--- config.mk ---
export PLATFORM = sky130hd
export DESIGN_NAME = sppd_strap_ctrl
export DESIGN_NICKNAME = d
export VERILOG_FILES = /design/src/design/sppd_pkg.sv /design/src/design/sppd_strap_ctrl.sv
export SDC_FILE = /design/constraint.sdc
export NUM_CORES = 1
export LEC_CHECK = 0
export CORE_UTILIZATION = 35
export CTS_BUF_LIST = sky130_fd_sc_hd__clkbuf_4 sky130_fd_sc_hd__clkbuf_8 sky130_fd_sc_hd__clkbuf_16
export CTS_CLUSTER_SIZE = 40
export DETAILED_ROUTE_END_ITERATION = 6
export DONT_BUFFER_PORTS = 1
export SYNTH_ARGS = -nofsm -noshare
export SYNTH_HDL_FRONTEND = slang
export SYNTH_SLANG_ARGS = --single-unit
--- constraint.sdc ---
create_clock -name clk -period 4.4 [get_ports clk]
set_input_delay 0.66 -clock clk [delete_from_list [all_inputs] [get_ports clk]]
set_output_delay 0.66 -clock clk [all_outputs]
set_load 0.02 [all_outputs]
--- src/design/sppd_pkg.sv ---
// Package for the serial port pair power-down strap block.
// Assumes a 100 MHz core clock and a 32-bit Avalon-MM register bus.
package sppd_pkg;

   // Core clock and strap settle window.
   localparam int unsigned CLK_PERIOD_PS       = 10000;
   localparam int unsigned STRAP_HOLD_CYCLES   = 10;
   // Sampling happens at the last cycle of the hold window.
   localparam int unsigned SAMPLE_CYCLE        = STRAP_HOLD_CYCLES - 1;

   // Register byte addresses (word aligned).
   localparam logic [3:0] ADDR_LOOPBACK_CLKSEL = 4'h0;
   localparam logic [3:0] ADDR_STRAP_STATUS    = 4'h4;
   localparam logic [3:0] ADDR_TEST_CTRL       = 4'h8;

   // Loopback and clock selection register fields.
   localparam int unsigned WIDE_PWR_BIT        = 0;
   localparam int unsigned NARROW_PWR_BIT      = 1;
   localparam int unsigned WIDE_OVR_EN_BIT     = 2;
   localparam int unsigned NARROW_OVR_EN_BIT   = 3;

   // Status register fields.
   localparam int unsigned ST_PAIR_STRAP_BIT   = 0;
   localparam int unsigned ST_ODD_STRAP_BIT    = 1;
   localparam int unsigned ST_WIDTH_STRAP_BIT  = 2;
   localparam int unsigned ST_EVEN_OFF_BIT     = 3;
   localparam int unsigned ST_ODD_OFF_BIT      = 4;
   localparam int unsigned ST_WIDE_MODE_BIT    = 5;
   localparam int unsigned ST_CAPTURED_BIT     = 6;

   // Test control register fields.
   localparam int unsigned TEST_MODE_BIT       = 0;
   localparam int unsigned TEST_PAIR_BIT       = 1;
   localparam int unsigned TEST_ODD_BIT        = 2;

   // Reset values.
   localparam logic [31:0] LOOPBACK_RESET      = 32'h0000_0000;
   localparam logic [31:0] TEST_RESET          = 32'h0000_0000;
   localparam logic [31:0] UNMAPPED_READ       = 32'h0000_0000;

   // Captured strap levels.
   typedef struct packed {
      logic pair_powerdown;
      logic odd_port_powerdown;
      logic lane_width;
   } sppd_straps_s;

   // Effective power state handed to the port power logic.
   typedef struct packed {
      logic even_off;
      logic odd_off;
      logic lanes_off;
      logic wide_mode;
   } sppd_power_s;

   // Capture sequencer states.
   typedef enum logic [1:0] {
      SPPD_WAIT,
      SPPD_DONE
   } sppd_state_e;

endpackage

--- src/design/sppd_strap_ctrl.sv ---
// Power-down strap capture and override for a serial port pair.
// Assumes straps are board tie-offs synchronous enough to clk and that
// the chip reset reaches this block as rst_n, synchronous and active low.
`timescale 1ns/1ps

// What this block does
// RULE1: Pair strap governs power of both the even port and the odd port.
// RULE2: Pair strap sets power state of all four shared transceiver lanes.
// RULE3: Pair strap low powers even port up; odd strap decides odd port.
// RULE4: Pair strap high powers both ports down regardless of odd strap.
// RULE5: Software wide-mode override field replaces sampled pair strap value.
// RULE6: Odd strap low powers odd port up, high powers it down.
// RULE7: In four-lane mode the odd port is unused and kept powered down.
// RULE8: Software narrow-port override field replaces sampled odd strap value.
// RULE9: Board holds straps steady ten clock cycles after reset release.
// RULE10: After capture, strap changes are ignored; only overrides alter power.
// RULE11: Strap pins are inputs normally, driven outputs only in test mode.
// RULE12: Width strap low selects four-lane even port, high two single ports.
// RULE13: Captured straps hold until next reset; overrides take over once written.
module sppd_strap_ctrl #(
   parameter int unsigned HOLD_CYCLES = sppd_pkg::STRAP_HOLD_CYCLES
) (
   // Clock and reset.
   input  wire logic                 clk,
   input  wire logic                 rst_n,
   // Strap pins; the two power-down straps split into input, output and output enable, the width strap input only.
   input  wire logic                 pair_powerdown_strap_i,
   output logic                      pair_powerdown_strap_o,
   output logic                      pair_powerdown_strap_oe,
   input  wire logic                 odd_port_powerdown_strap_i,
   output logic                      odd_port_powerdown_strap_o,
   output logic                      odd_port_powerdown_strap_oe,
   input  wire logic                 lane_width_strap,
   // Avalon-MM slave.
   input  wire logic [3:0]           avs_address,
   input  wire logic                 avs_read,
   input  wire logic                 avs_write,
   input  wire logic [31:0]          avs_writedata,
   input  wire logic [3:0]           avs_byteenable,
   output logic [31:0]               avs_readdata,
   output logic                      avs_waitrequest,
   // Effective power state toward the port power logic.
   output sppd_pkg::sppd_power_s     power_off_control
);

   initial begin
      if (HOLD_CYCLES < 1 || HOLD_CYCLES > 255) begin
         $error("HOLD_CYCLES must lie in 1..255");
      end
   end

   localparam logic [7:0] LAST_CYCLE = 8'(HOLD_CYCLES - 1);

   sppd_pkg::sppd_state_e  state;
   logic [7:0]             hold_count;
   sppd_pkg::sppd_straps_s captured;
   logic [31:0]            loop_reg;
   logic [31:0]            test_reg;
   logic                   ack;
   logic                   test_mode;
   logic                   pair_off_src;
   logic                   odd_off_src;
   logic                   wide_mode;
   logic                   req;
   logic [31:0]            next_loop;
   logic [31:0]            next_test;
   logic [31:0]            bemask;

   // Counts cycles after reset release; straps are taken at the end of the
   // window so that a board that settles late within it is still seen.
   always_ff @(posedge clk) begin
      if (!rst_n) begin
         state      <= sppd_pkg::SPPD_WAIT;
         hold_count <= 8'h00;
      end else begin
         case (state)
            sppd_pkg::SPPD_WAIT: begin
               if (hold_count == LAST_CYCLE) begin       // see RULE9
                  state <= sppd_pkg::SPPD_DONE;
               end else begin
                  hold_count <= hold_count + 8'h01;
               end
            end
            sppd_pkg::SPPD_DONE: begin
               state <= sppd_pkg::SPPD_DONE;            // see RULE10
            end
            default: begin
               state <= sppd_pkg::SPPD_WAIT;
            end
         endcase
      end
   end

   // Captures the strap levels once; reset gives a constant, the pins are
   // only read by the clocked capture after release.
   always_ff @(posedge clk) begin
      if (!rst_n) begin
         captured <= '0;
      end else if (state == sppd_pkg::SPPD_WAIT && hold_count == LAST_CYCLE) begin
         captured.pair_powerdown     <= pair_powerdown_strap_i;     // see RULE13
         captured.odd_port_powerdown <= odd_port_powerdown_strap_i; // see RULE13
         captured.lane_width         <= lane_width_strap;           // see RULE12
      end
   end

   // Byte-enable mask for partial writes.
   always_comb begin
      for (int i = 0; i < 4; i++) begin
         bemask[i*8 +: 8] = {8{avs_byteenable[i]}};
      end
   end

   assign req = avs_read | avs_write;

   // Next values of the writable registers. A write lands only at the edge
   // where waitrequest is low, so a master that holds its request sees it once.
   always_comb begin
      next_loop = loop_reg;
      next_test = test_reg;
      if (avs_write && ack) begin
         if (avs_address == sppd_pkg::ADDR_LOOPBACK_CLKSEL) begin
            next_loop = (loop_reg & ~bemask) | (avs_writedata & bemask & 32'h0000_000F);
         end
         if (avs_address == sppd_pkg::ADDR_TEST_CTRL) begin
            next_test = (test_reg & ~bemask) | (avs_writedata & bemask & 32'h0000_0007);
         end
      end
   end

   // Override register: any write to byte 0 also arms both override enables, so
   // software takes over from both straps with a single write.
   always_ff @(posedge clk) begin
      if (!rst_n) begin
         loop_reg <= sppd_pkg::LOOPBACK_RESET;
      end else begin
         loop_reg <= next_loop;                          // see RULE5, RULE8
         if (avs_write && ack && avs_address == sppd_pkg::ADDR_LOOPBACK_CLKSEL
             && avs_byteenable[0]) begin
            loop_reg[sppd_pkg::WIDE_OVR_EN_BIT]   <= 1'b1; // see RULE13
            loop_reg[sppd_pkg::NARROW_OVR_EN_BIT] <= 1'b1; // see RULE13
         end
      end
   end

   // Test control register.
   always_ff @(posedge clk) begin
      if (!rst_n) begin
         test_reg <= sppd_pkg::TEST_RESET;
      end else begin
         test_reg <= next_test;
      end
   end

   // One wait cycle per access: waitrequest drops in the cycle after the
   // request is seen, so every access completes in two cycles.
   always_ff @(posedge clk) begin
      if (!rst_n) begin
         ack <= 1'b0;
      end else begin
         ack <= req && !ack;
      end
   end

   assign avs_waitrequest = req && !ack;

   // Read data is registered and presented in the completing cycle.
   always_ff @(posedge clk) begin
      if (!rst_n) begin
         avs_readdata <= 32'h0000_0000;
      end else if (avs_read && !ack) begin
         case (avs_address)
            sppd_pkg::ADDR_LOOPBACK_CLKSEL: avs_readdata <= loop_reg;
            sppd_pkg::ADDR_TEST_CTRL:       avs_readdata <= test_reg;
            sppd_pkg::ADDR_STRAP_STATUS: begin
               avs_readdata <= 32'h0000_0000;
               avs_readdata[sppd_pkg::ST_PAIR_STRAP_BIT]  <= captured.pair_powerdown;
               avs_readdata[sppd_pkg::ST_ODD_STRAP_BIT]   <= captured.odd_port_powerdown;
               avs_readdata[sppd_pkg::ST_WIDTH_STRAP_BIT] <= captured.lane_width;
               avs_readdata[sppd_pkg::ST_EVEN_OFF_BIT]    <= power_off_control.even_off;
               avs_readdata[sppd_pkg::ST_ODD_OFF_BIT]     <= power_off_control.odd_off;
               avs_readdata[sppd_pkg::ST_WIDE_MODE_BIT]   <= power_off_control.wide_mode;
               avs_readdata[sppd_pkg::ST_CAPTURED_BIT]    <= (state == sppd_pkg::SPPD_DONE);
            end
            default: avs_readdata <= sppd_pkg::UNMAPPED_READ;
         endcase
      end
   end

   // Source of each power-down level: override field once armed, else strap.
   assign pair_off_src = loop_reg[sppd_pkg::WIDE_OVR_EN_BIT] ?
                         loop_reg[sppd_pkg::WIDE_PWR_BIT] :
                         captured.pair_powerdown;          // see RULE5
   assign odd_off_src  = loop_reg[sppd_pkg::NARROW_OVR_EN_BIT] ?
                         loop_reg[sppd_pkg::NARROW_PWR_BIT] :
                         captured.odd_port_powerdown;      // see RULE8
   assign wide_mode    = !captured.lane_width;             // see RULE12

   // Effective power state. Until capture completes the pair is held off,
   // so the port logic never sees a power-up based on unsettled straps.
   always_ff @(posedge clk) begin
      if (!rst_n) begin
         power_off_control <= '{even_off: 1'b1, odd_off: 1'b1,
                                lanes_off: 1'b1, wide_mode: 1'b0};
      end else if (state != sppd_pkg::SPPD_DONE) begin
         power_off_control <= '{even_off: 1'b1, odd_off: 1'b1,
                                lanes_off: 1'b1, wide_mode: 1'b0};
      end else begin
         power_off_control.even_off  <= pair_off_src;                  // see RULE1, RULE3
         power_off_control.lanes_off <= pair_off_src;                  // see RULE2
         power_off_control.odd_off   <= pair_off_src | odd_off_src     // see RULE4, RULE6
                                        | wide_mode;                   // see RULE7
         power_off_control.wide_mode <= wide_mode;                     // see RULE12
      end
   end

   // Strap pins drive only in test mode, from the test register.
   assign test_mode = test_reg[sppd_pkg::TEST_MODE_BIT];

   always_ff @(posedge clk) begin
      if (!rst_n) begin
         pair_powerdown_strap_o      <= 1'b0;
         odd_port_powerdown_strap_o  <= 1'b0;
         pair_powerdown_strap_oe     <= 1'b0;
         odd_port_powerdown_strap_oe <= 1'b0;
      end else begin
         pair_powerdown_strap_o      <= test_reg[sppd_pkg::TEST_PAIR_BIT];
         odd_port_powerdown_strap_o  <= test_reg[sppd_pkg::TEST_ODD_BIT];
         pair_powerdown_strap_oe     <= test_mode;  // see RULE11
         odd_port_powerdown_strap_oe <= test_mode;  // see RULE11
      end
   end

endmodule

After elaboration in Yosys (flattened, before gate mapping)
Cells that the tools add are included.
{ "totals": {"out_inout_bits": 41, "word_cells": 59, "reg_bits": 116} }
{ "classes": {"mux": 8, "reduce_logical": 17, "addsub": 1, "eq_ne": 6, "bitwise": 11} }
{ "ops": {"columns": ["op", "count"], "rows": [
  ["32-bit one-hot mux with 3 select lines", 1],
  ["32-bit bitwise AND", 2],
  ["32-bit inverter", 1],
  ["32-bit by 3-bit bitwise OR with 32-bit output", 1],
  ["32-bit by 4-bit bitwise OR with 32-bit output", 1],
  ["8-bit by 1-bit adder with 8-bit output, second input constant", 1],
  ["8-bit by 4-bit == test with 1-bit output, second input constant", 1],
  ["4-bit 2-to-1 mux", 2],
  ["2-bit AND reduction", 4],
  ["1-bit logical AND", 6],
  ["4-bit bitwise AND", 1],
  ["4-bit by 3-bit == test with 1-bit output, second input constant", 1],
  ["4-bit == test, second input constant", 1],
  ["4-bit zero test", 1],
  ["2-bit 2-to-1 mux", 2],
  ["2-bit by 1-bit inequality test with 1-bit output, second input constant", 2],
  ["2-bit one-hot mux with 2 select lines", 1],
  ["2-bit nonzero test", 2],
  ["1-bit bitwise OR", 3],
  ["2-bit by 1-bit == test with 1-bit output, second input constant", 1],
  ["1-bit zero test", 2],
  ["2-bit zero test", 1],
  ["1-bit 2-to-1 mux", 2],
  ["1-bit inverter", 2],
  ["2-bit OR reduction", 1]
]} }

Depth between registers and ports, before layout
Gate-level depths: netlist of run 1.
{ "depth": {"ltp_word": 6, "ltp_mapped": 5, "mapped_depth_nobuf": 5} }

Worst setup path before layout of run 1
OpenSTA, ideal clock, no wires.
{ "synth_path": {"kind": "input -> register", "from": "input avs_address[3]", "to": "register avs_readdata[6]", "stages": 3, "arrival_ns": 1.638, "required_ns": 4.326, "path_buffers": 0, "setup_slack_ns": 2.688, "path_cell_list": "nor4_1 a222oi_1 o2bb2ai_1"} }
{ "synth_via": {"elab_chain_cells": 2, "elab_cells_between_ends": 4, "cone_classes": "eq/ne (2); mux (1); reduce/logical (1)"} }
{ "synth_rtl": {"columns": ["element", "line", "source"], "rows": [
  ["start, declared", "sppd_strap_ctrl.sv:35", "input wire logic [3:0] avs_address,"],
  ["4-bit by 3-bit == test with 1-bit output (tied with other cells)", "sppd_strap_ctrl.sv:171", "case (avs_address)"],
  ["32-bit one-hot mux with 3 select lines (*)", "sppd_strap_ctrl.sv:171", null],
  ["end signal, assigned", "sppd_strap_ctrl.sv:172", "sppd_pkg::ADDR_LOOPBACK_CLKSEL: avs_readdata <= loop_reg;"],
  ["end signal, assigned", "sppd_strap_ctrl.sv:173", "sppd_pkg::ADDR_TEST_CTRL: avs_readdata <= test_reg;"],
  ["end signal, assigned by index", "sppd_strap_ctrl.sv:176", "avs_readdata[sppd_pkg::ST_PAIR_STRAP_BIT] <= captured.pair_powerdown;"],
  ["end, declared", "sppd_strap_ctrl.sv:40", "output logic [31:0] avs_readdata,"]
]} }
Every way passes the cells marked *; elsewhere a longest branch is shown, timed or not.
A chain may end at the register's enable or synchronous reset.

Worst setup path in the final report of run 1
{ "layout_path": {"from": "input avs_address[3]", "to": "register test_reg[6]"} }
{ "layout_via": {"elab_chain_cells": 2} }
{ "layout_rtl": {"columns": ["element", "line", "source"], "rows": [
  ["4-bit == test", "sppd_strap_ctrl.sv:124", "if (avs_address == sppd_pkg::ADDR_TEST_CTRL) begin"],
  ["2-bit AND reduction (no line)", null, null],
  ["end signal, assigned", "sppd_strap_ctrl.sv:148", "test_reg <= sppd_pkg::TEST_RESET;"],
  ["end signal, assigned", "sppd_strap_ctrl.sv:150", "test_reg <= next_test;"],
  ["end, declared", "sppd_strap_ctrl.sv:58", "logic [31:0] test_reg;"]
]} }
Every way passes these cells.

==> flow_summary.ini, run 1 <==
[hold_path]
min_from = rst_n
worst_hold_path.num_cells = 1
holdPathEnd = power_off_control[1]
holdCritPathClass = in2reg

[sta]
skew_ns = 0.00461
hold_violations = 0
rsz0062_at_grt = false
holdWs_ns = 0.376
final.min_clock_period_ns = 2.09
timing.final.max_slew_violations = 0
max-slew-margin-rel_pct = 33.7
setup_viol = 0
fmax_mhz = 478
final_worst_path_period_share_pct = 47.5
setup_tns_ns = 0
timing_worst_slew_pin_value_ns = 0.993

[floorplan]
core_sq_um = 10900
die_x_extent_um = 108
io_pins = 88
die_height_um = 108
design.die.area_sq_um = 11700
rows = 38
initial_core_util_pct = 36.1

[critical_path]
cp.arrival_ns = 2.38
worstPathBufferInverterCount = 0
setup.reg_to_reg.worst_slack_ns = 2.63
worst_setup_path_startpoint = avs_address[3]
crit_path_end_kind = flip-flop
critical-path-slowest-cell = sky130_fd_sc_hd__nor2b_1
regToRegEndpoint = hold_count[1]
rr_worst_depth = 4
worst-path-stages = 3
launching_point_of_the_worst_reg2reg_path = hold_count[0]
critical_path.max_stage_delay_ns = 0.76
cpLargestDelayFamily = simple AND/OR/NAND/NOR gates
cp_cell_sequence = nor2b_1, nand3_1, and3_1
critical_path.startpoint_type = input pin
critical_path.max_fanout = 30
timing.setup.critical_path_class = in2reg
worst_ep_required_time_ns = 4.69

[global_route]
globalRouteOverflowTotal = 0
pin_count_of_the_biggest_net_entering_global_routing = 34
wire_length_of_the_first_global_routing_pass_um = 13300
grt_pass1_vias = 2509
globalRouteTotalUtil_pct = 15.4
antenna_found_initial = 0

[final_layout]
n_antenna_cell = 0
nNetsFinal = 405
syn_to_final_growth_pct = 18.4
drive_gt1_share_pct = 10.6
n_fill_cell = 1024
finalNonFillerCells = 508
largest_register_ff_count = 32

[pwr]
power_mw = 2.48
power.density_nw_per_um2 = 529
ir_worst_vdd_mv = 0.274
power.leakage_nw = 1.85

[clock_tree]
cts_setup_buffers = 0
clkSinkCount = 115
clkSlewWorstSetupHoldPaths_ns = 0.05
post_cts_hold_buffer_count = 0
cts_tree = yes
ctsResizeCount = 0
cts_max_path_buffers = 2
clock_tree.htree_level_count = 4
worstSkewPairLatency_ns = 0.40
clockRootBuffer = sky130_fd_sc_hd__clkbuf_16
tritoncts.num_buffers = 17

[placement]
post-place-cells = 477
dpl.hpwl_um = 5320
final_gp_congestion = 0.724
numPortBuffers = 0

[route]
route.vias.total = 2541
drt-pass1-iter-count = 5
finalWirelength_um = 8340
avgViaCountPerCell = 5.00
detail_route.iter0.violations = 138
wl_per_cell_um = 16.4
drc_markers = 0
route.antenna.remaining_nets = 0

[synth]
number_of_distinct_library_cell_variants_in_the_gate_level_netlist_after_synthesis = 37
seq_area_frac_synth_pct = 58.2
syn_area_sq_um = 3950
synth.ff_latch_count = 115
yosys_most_used_dff = sky130_fd_sc_hd__dfxtp_1
synthDominantAreaCellType = sky130_fd_sc_hd__dfxtp_1
post_synth_main_area_contributors = sky130_fd_sc_hd__dfxtp_1 58%, sky130_fd_sc_hd__mux2i_1 9.4%, sky130_fd_sc_hd__and2_1 7.6%, sky130_fd_sc_hd__o2bb2ai_1 7.1%, sky130_fd_sc_hd__nand2_1 1.9%
synth_top_area_share_pct = 58.2
synth_most_common_cell = sky130_fd_sc_hd__dfxtp_1
synth.avg_cell_area_sq_um = 11.3
syn_nets = 400
synthesis.yosys.warnings = 0
synth_enable_flop_cells = 0
synth_commonest_cells = 115 x sky130_fd_sc_hd__dfxtp_1, 48 x sky130_fd_sc_hd__and2_1, 37 x sky130_fd_sc_hd__mux2i_1
synthCells = 351
postSynth.asyncResetShare_pct = 0

[flow_run]
max_cap_viol_count = 0

[run_status]
run_status = complete, no violations
stage by stage:
| step | area, sq um | setup slack, ns | util [%] |
|---|---|---|---|
| global placement | 4080 | 1.97 | 37.3 |
| floorplan | 3950 | 2.69 | - |
| detailed placement | 4080 | 1.95 | 37.3 |
| CTS | 4680 | 2.36 | 42.8 |
| finish | 4680 | 2.31 | 42.8 |
| global route | 4680 | 2.19 | 42.8 |
where the power goes:
part | internal, mW | switching, mW
clock | 0.924 | 0.451
sequential | 1.05 | 0.00586
combinational | 0.0172 | 0.0320
total | 1.99 | 0.488
layout make-up:
class / count / area, sq um / area share (%)
Multi-Input combinational cell: 210 / 1540 / 32.9
Clock buffer: 21 / 468 / 10.0
Clock inverter: 10 / 133 / 2.83
Tap cell: 140 / 175 / 3.74
Timing Repair Buffer: 4 / 30.0 / 0.642
Sequential cell: 115 / 2300 / 49.2
Inverter: 8 / 30.0 / 0.642
per-layer routing:
layer	vias up	global-route usage, %	wire length (um)	share of wire, %
li1	1263	-	-	-
met1	1200	19.8	3880	47
met2	73	22.4	3870	46
met3	5	6.93	540	6.5
met4	0	5.98	50	0.60
met5	-	0	0	0
how the worst max path moves through the flow:
stage                     slack (ns)              end
final                           2.31      test_reg[6]
after CTS                       2.36      test_reg[6]
after global placement          1.97      test_reg[4]
after detailed placement        1.95      test_reg[6]
after floorplan                 2.69  avs_readdata[6]
after global routing            2.19      test_reg[7]
logic make-up after synthesis:
kind of cell               share of synthesized area [%]
AOI/OAI and AO/OA                                   11.8
xor gates and xnor gates                           0.443
adders and majority gates                          0.633
buffers and inverters                               2.82
DFF                                                 58.2
muxes                                               9.37
and+or+nand+nor                                     16.7
layout by cell type, fill, tap and decap left out, types with 4 or more instances in the layout:
cell type,instances
sky130_fd_sc_hd__dfxtp_1,115
sky130_fd_sc_hd__and2_1,48
sky130_fd_sc_hd__mux2i_1,37
sky130_fd_sc_hd__o2bb2ai_1,32
sky130_fd_sc_hd__nand2_1,20
sky130_fd_sc_hd__clkbuf_16,17
sky130_fd_sc_hd__and3_1,10
sky130_fd_sc_hd__inv_1,8
sky130_fd_sc_hd__nor2_1,8
sky130_fd_sc_hd__a222oi_1,7
sky130_fd_sc_hd__a31oi_1,6
sky130_fd_sc_hd__nand3_1,4
sky130_fd_sc_hd__a21oi_1,4
sky130_fd_sc_hd__clkinv_2,4
sky130_fd_sc_hd__buf_4,4
(Power assumes the default switching activity.)
==> run 2, diff against run 1 <==
clock period = 1.7 ns   (was 4.4 ns; I/O delays follow)
==> flow_summary.ini, run 2 (same netlist as run 1, synthesis figures left out) <==
[pwr]
ir_worst_vdd_mv = 0.885
power.density_nw_per_um2 = 1280
power_mw = 6.08
power.leakage_nw = 1.87

[placement]
final_gp_congestion = 0.744
dpl.hpwl_um = 5430
numPortBuffers = 0
pre_cts_ws_ns = -0.0137

[sta]
fin_ws_ns = 0.0577
rsz0062_at_grt = true
timing_worst_slew_pin_value_ns = 0.649
skew_ns = 0.00921
max-slew-margin-rel_pct = 56.5
final_worst_path_period_share_pct = 96.6
fmax_mhz = 609
hold_violations = 0
setup_viol = 0
setup_tns_ns = 0
final.min_clock_period_ns = 1.64
timing.final.max_slew_violations = 0

[route]
detail_route.iter0.violations = 156
route.antenna.remaining_nets = 0
drc_markers = 0
wl_per_cell_um = 16.3
finalWirelength_um = 8460
drt-pass1-iter-count = 4
avgViaCountPerCell = 4.98
route.vias.total = 2591

[global_route]
globalRouteOverflowTotal = 0
pin_count_of_the_biggest_net_entering_global_routing = 31
globalRouteTotalUtil_pct = 15.9
antenna_found_initial = 0
wire_length_of_the_first_global_routing_pass_um = 13800
grt_pass1_vias = 2679

[final_layout]
most_used_cells_in_the_layout_excluding_fill_and_tap_cells = 113 x sky130_fd_sc_hd__dfxtp_1, 48 x sky130_fd_sc_hd__and2_1, 37 x sky130_fd_sc_hd__mux2i_1
final_core_util_pct = 43.4
drive_gt1_share_pct = 13.7
syn_to_final_growth_pct = 20.0
final_common_cell = sky130_fd_sc_hd__dfxtp_1
largest_register_ff_count = 32
n_antenna_cell = 0
nNetsFinal = 416

[floorplan]
die_height_um = 108
rows = 38
io_pins = 88
core_sq_um = 10900
design.die.area_sq_um = 11700
die_x_extent_um = 108
initial_core_util_pct = 36.1

[clock_tree]
clock_tree.htree_level_count = 4
clkSinkCount = 115
clkSlewWorstSetupHoldPaths_ns = 0.05
cts_tree = yes
cts_max_path_buffers = 2
worstSkewPairLatency_ns = 0.40
tritoncts.num_buffers = 17
clockRootBuffer = sky130_fd_sc_hd__clkbuf_16

[critical_path]
worst_ep_required_time_ns = 1.97
cp.arrival_ns = 1.92
worst_setup_path_startpoint = hold_count[1]
critical_path.startpoint_type = flip-flop
setup.reg_to_reg.worst_slack_ns = 0.06
crit_path_end_kind = flip-flop
timing.setup.critical_path_class = reg2reg
regToRegEndpoint = hold_count[0]
launching_point_of_the_worst_reg2reg_path = hold_count[1]
setup.worst_path.end = hold_count[0]
critical_path.max_fanout = 3
rr_worst_depth = 5

[hold_path]
holdCritPathClass = in2reg

[flow_run]
max_cap_viol_count = 0

[run_status]
run_status = complete, no violations
[run 2: changes by cell type in the layout (fill, tap and decap cells not counted), sizes merged]
cell / before / now
buf: 4 / 11
bufinv: 3 / 0
clkbuf: 21 / 24
clkinvlp: 3 / 4
dlygate4sd3: 0 / 4
[run 2: final cells by class]
class,instances,area [sq um]
Multi-Input combinational cell,210,1560
Clock buffer,24,497
Clock inverter,8,53.8
Fill cell,1023,6190
Tap cell,140,175
Timing Repair Buffer,15,123
Inverter,8,30.0
Sequential cell,115,2300
[run 2: how the worst min path moves through the flow]
stage | from | end | slack, ns | cells past startpoint
after floorplan | avs_writedata[2] | flip-flop | 0.39 | 2
after global placement | rst_n | power_off_control[1] | 0.37 | 1
after detailed placement | rst_n | power_off_control[1] | 0.38 | 1
after CTS | rst_n | captured[2] | 0.0002 | 2
after global routing | rst_n | loop_reg[6] | 0.0009 | 1
final | lane_width_strap | captured[0] | 0.01 | 2
[run 2: layer usage]
metal | track usage [%] | share of wire (%) | vias up
met2 | 24.5 | 48 | 57
met5 | 0 | 0 | -
li1 | - | - | 1286
met1 | 19.6 | 46 | 1238
met3 | 6.57 | 5.7 | 10
met4 | 6.66 | 1.1 | 0
[run 2: timing repair]
action / 4_1_cts / 5_1_grt
gates resized for setup: 0 / 6
pin swaps: 1 / 1
endpoints found under the hold margin: 9 / 1
hold buffers: 3 / 1
setup buffers: 1 / 0
endpoints found under the setup margin: 3 / 10
[run 2: through the flow]
step	cells	hold slack [ns]	instance area (sq um)
after floorplan	351	0.394	3950
after global placement	483	0.371	4120
after detailed placement	483	0.380	4120
after CTS	519	0.000169	4710
after global routing	520	0.000868	4740
final	520	0.0135	4740
[run 2: report_power, final]
group	switching (mW)	leakage (nW)	internal, mW	total [mW]
registers	0.0110	0.927	2.71	2.72
logic	0.0988	0.680	0.0635	0.162
clock network	1.16	0.266	2.03	3.19
[run 2: worst max-delay path: stages, from the launching register on]
cell and delay, ns:
sky130_fd_sc_hd__dfxtp_2 0.32, sky130_fd_sc_hd__inv_2 0.06, sky130_fd_sc_hd__ha_4 0.11, sky130_fd_sc_hd__or4b_4 0.49, sky130_fd_sc_hd__o41a_1 0.40, sky130_fd_sc_hd__mux2i_1 0.15
==> run 3, diff against run 2 <==
clock period = 2.1 ns   (was 1.7 ns; I/O delays follow)
==> flow_summary.ini, run 3 (same netlist as run 1, synthesis figures left out) <==
[critical_path]
cp.arrival_ns = 2.02
worstPathBufferInverterCount = 0
critical_path.max_stage_delay_ns = 0.49
crit_path_end_kind = flip-flop
launching_point_of_the_worst_reg2reg_path = hold_count[0]
critical_path.max_fanout = 6
rr_worst_depth = 4
setup.reg_to_reg.worst_slack_ns = 0.37
cp_cell_sequence = ha_1, or4b_4, o41a_1, mux2i_1
critical-path-slowest-cell = sky130_fd_sc_hd__or4b_4
cpLargestDelayFamily = simple AND/OR/NAND/NOR gates
worst_ep_required_time_ns = 2.39
critical_path.startpoint_type = flip-flop
regToRegEndpoint = hold_count[0]
timing.setup.critical_path_class = reg2reg

[clock_tree]
tritoncts.num_buffers = 17
cts_setup_buffers = 0
post_cts_hold_buffer_count = 0
clockRootBuffer = sky130_fd_sc_hd__clkbuf_16
cts_max_path_buffers = 2
clkSinkCount = 115
clkSlewWorstSetupHoldPaths_ns = 0.05
ctsResizeCount = 0
worstSkewPairLatency_ns = 0.40
cts_tree = yes
clock_tree.htree_level_count = 4

[floorplan]
die_x_extent_um = 108
io_pins = 88
design.die.area_sq_um = 11700
core_sq_um = 10900
initial_core_util_pct = 36.1
rows = 38
die_height_um = 108

[sta]
setup_viol = 0
rsz0062_at_grt = false
hold_violations = 0
timing.final.max_slew_violations = 0
fmax_mhz = 577
fin_ws_ns = 0.368
max-slew-margin-rel_pct = 55.3
final.min_clock_period_ns = 1.73
timing_worst_slew_pin_value_ns = 0.667
final_worst_path_period_share_pct = 82.5
setup_tns_ns = 0
skew_ns = 0.00749

[final_layout]
finish.instance_area_sq_um = 4720
nNetsFinal = 409
most_used_cells_in_the_layout_excluding_fill_and_tap_cells = 115 x sky130_fd_sc_hd__dfxtp_1, 48 x sky130_fd_sc_hd__and2_1, 37 x sky130_fd_sc_hd__mux2i_1
final_common_cell = sky130_fd_sc_hd__dfxtp_1
n_fill_cell = 1053
n_antenna_cell = 0
final_core_util_pct = 43.2
largest_register_ff_count = 32
syn_to_final_growth_pct = 19.4
drive_gt1_share_pct = 11.6
finalNonFillerCells = 512

[global_route]
grt_pass1_vias = 2534
pin_count_of_the_biggest_net_entering_global_routing = 34
grt_util_met3_pct = 7.53
globalRouteOverflowTotal = 0
wire_length_of_the_first_global_routing_pass_um = 13200
antenna_found_initial = 0
globalRouteTotalUtil_pct = 15.3
busiest_layer = met2
met1_usage_pct = 18.5
groute.layer.met2.usage_pct = 23.2

[run_status]
run_status = complete, no violations

[placement]
post-place-cells = 481
final_gp_congestion = 0.698
pre_cts_ws_ns = 0.364
place_area_sq_um = 4110
numPortBuffers = 0
dpl.hpwl_um = 5290

[pwr]
intPower_mw = 4.21
power.leakage_nw = 1.87
power.share.switching_pct = 19.6
p_sw_mw = 1.02
ir_worst_vdd_mv = 0.591
pwr-share-comb_pct = 2.0
power.density_nw_per_um2 = 1110
p_clk_share_pct = 55.8
p_seq_share_pct = 42.2

[hold_path]
min_from = rst_n
holdCritPathClass = in2reg
worst_hold_path.num_cells = 1
holdPathEnd = power_off_control[1]

[route]
avgViaCountPerCell = 5.00
drc_markers = 0
detail_route.iter0.violations = 185
wl_per_cell_um = 16.0
finalWirelength_um = 8180
route.antenna.remaining_nets = 0
drt-pass1-iter-count = 5
route.vias.total = 2561

[flow_run]
max_cap_viol_count = 0
-- run 3: layer usage --
metal,up-vias,part of all wire [%]
li1,1266,-
met1,1225,45
met2,61,47
met3,9,6.6
met4,0,1.4
met5,-,0
-- run 3: area by class of cell --
class | count | area, sq um | area share, %
clock buffers | 22 | 482 | 10.2
clock inverters | 9 | 129 | 2.73
inverters | 8 | 30.0 | 0.636
multi-input cells | 210 | 1540 | 32.7
flip-flops and latches | 115 | 2300 | 48.8
well taps | 140 | 175 | 3.71
repair buffers | 8 | 60.1 | 1.27
-- run 3: worst max path at each step --
stage                   from       endpoint  slack (ns)  cells past startpoint
5_1_grt                  ack    test_reg[6]        0.28                      4
3_3_place_gp   hold_count[0]  hold_count[0]        0.37                      4
2_1_floorplan  hold_count[0]  hold_count[0]        0.48                      4
4_1_cts        hold_count[0]  hold_count[0]        0.36                      4
6_report       hold_count[0]  hold_count[0]        0.37                      4
3_5_place_dp   hold_count[0]  hold_count[0]        0.36                      4
-- run 3: per-stage QoR --
step	total power, mW	hold WS, ns
2_1_floorplan	2.34	0.427
3_3_place_gp	2.36	0.432
3_5_place_dp	2.36	0.432
4_1_cts	5.28	0.0225
5_1_grt	5.39	0.0278
6_report	5.23	0.0421
-- run 3: power by group through the flow --
stage          clock [mW]  sequential (mW)  combinational [mW]
2_1_floorplan           0             2.24              0.0966
3_3_place_gp            0             2.25               0.106
3_5_place_dp            0             2.25               0.108
4_1_cts              2.96             2.20               0.109
5_1_grt              3.07             2.20               0.118
6_report             2.92             2.20               0.107
-- run 3: worst reg2reg max path: cells and delay by family, from the launching register on --
kind | cells | cell delay, ns
DFF | 1 | 0.42
and+or+nand+nor | 1 | 0.49
adders and majority gates | 1 | 0.17
muxes | 1 | 0.14
AOI/OAI and AO/OA | 1 | 0.40
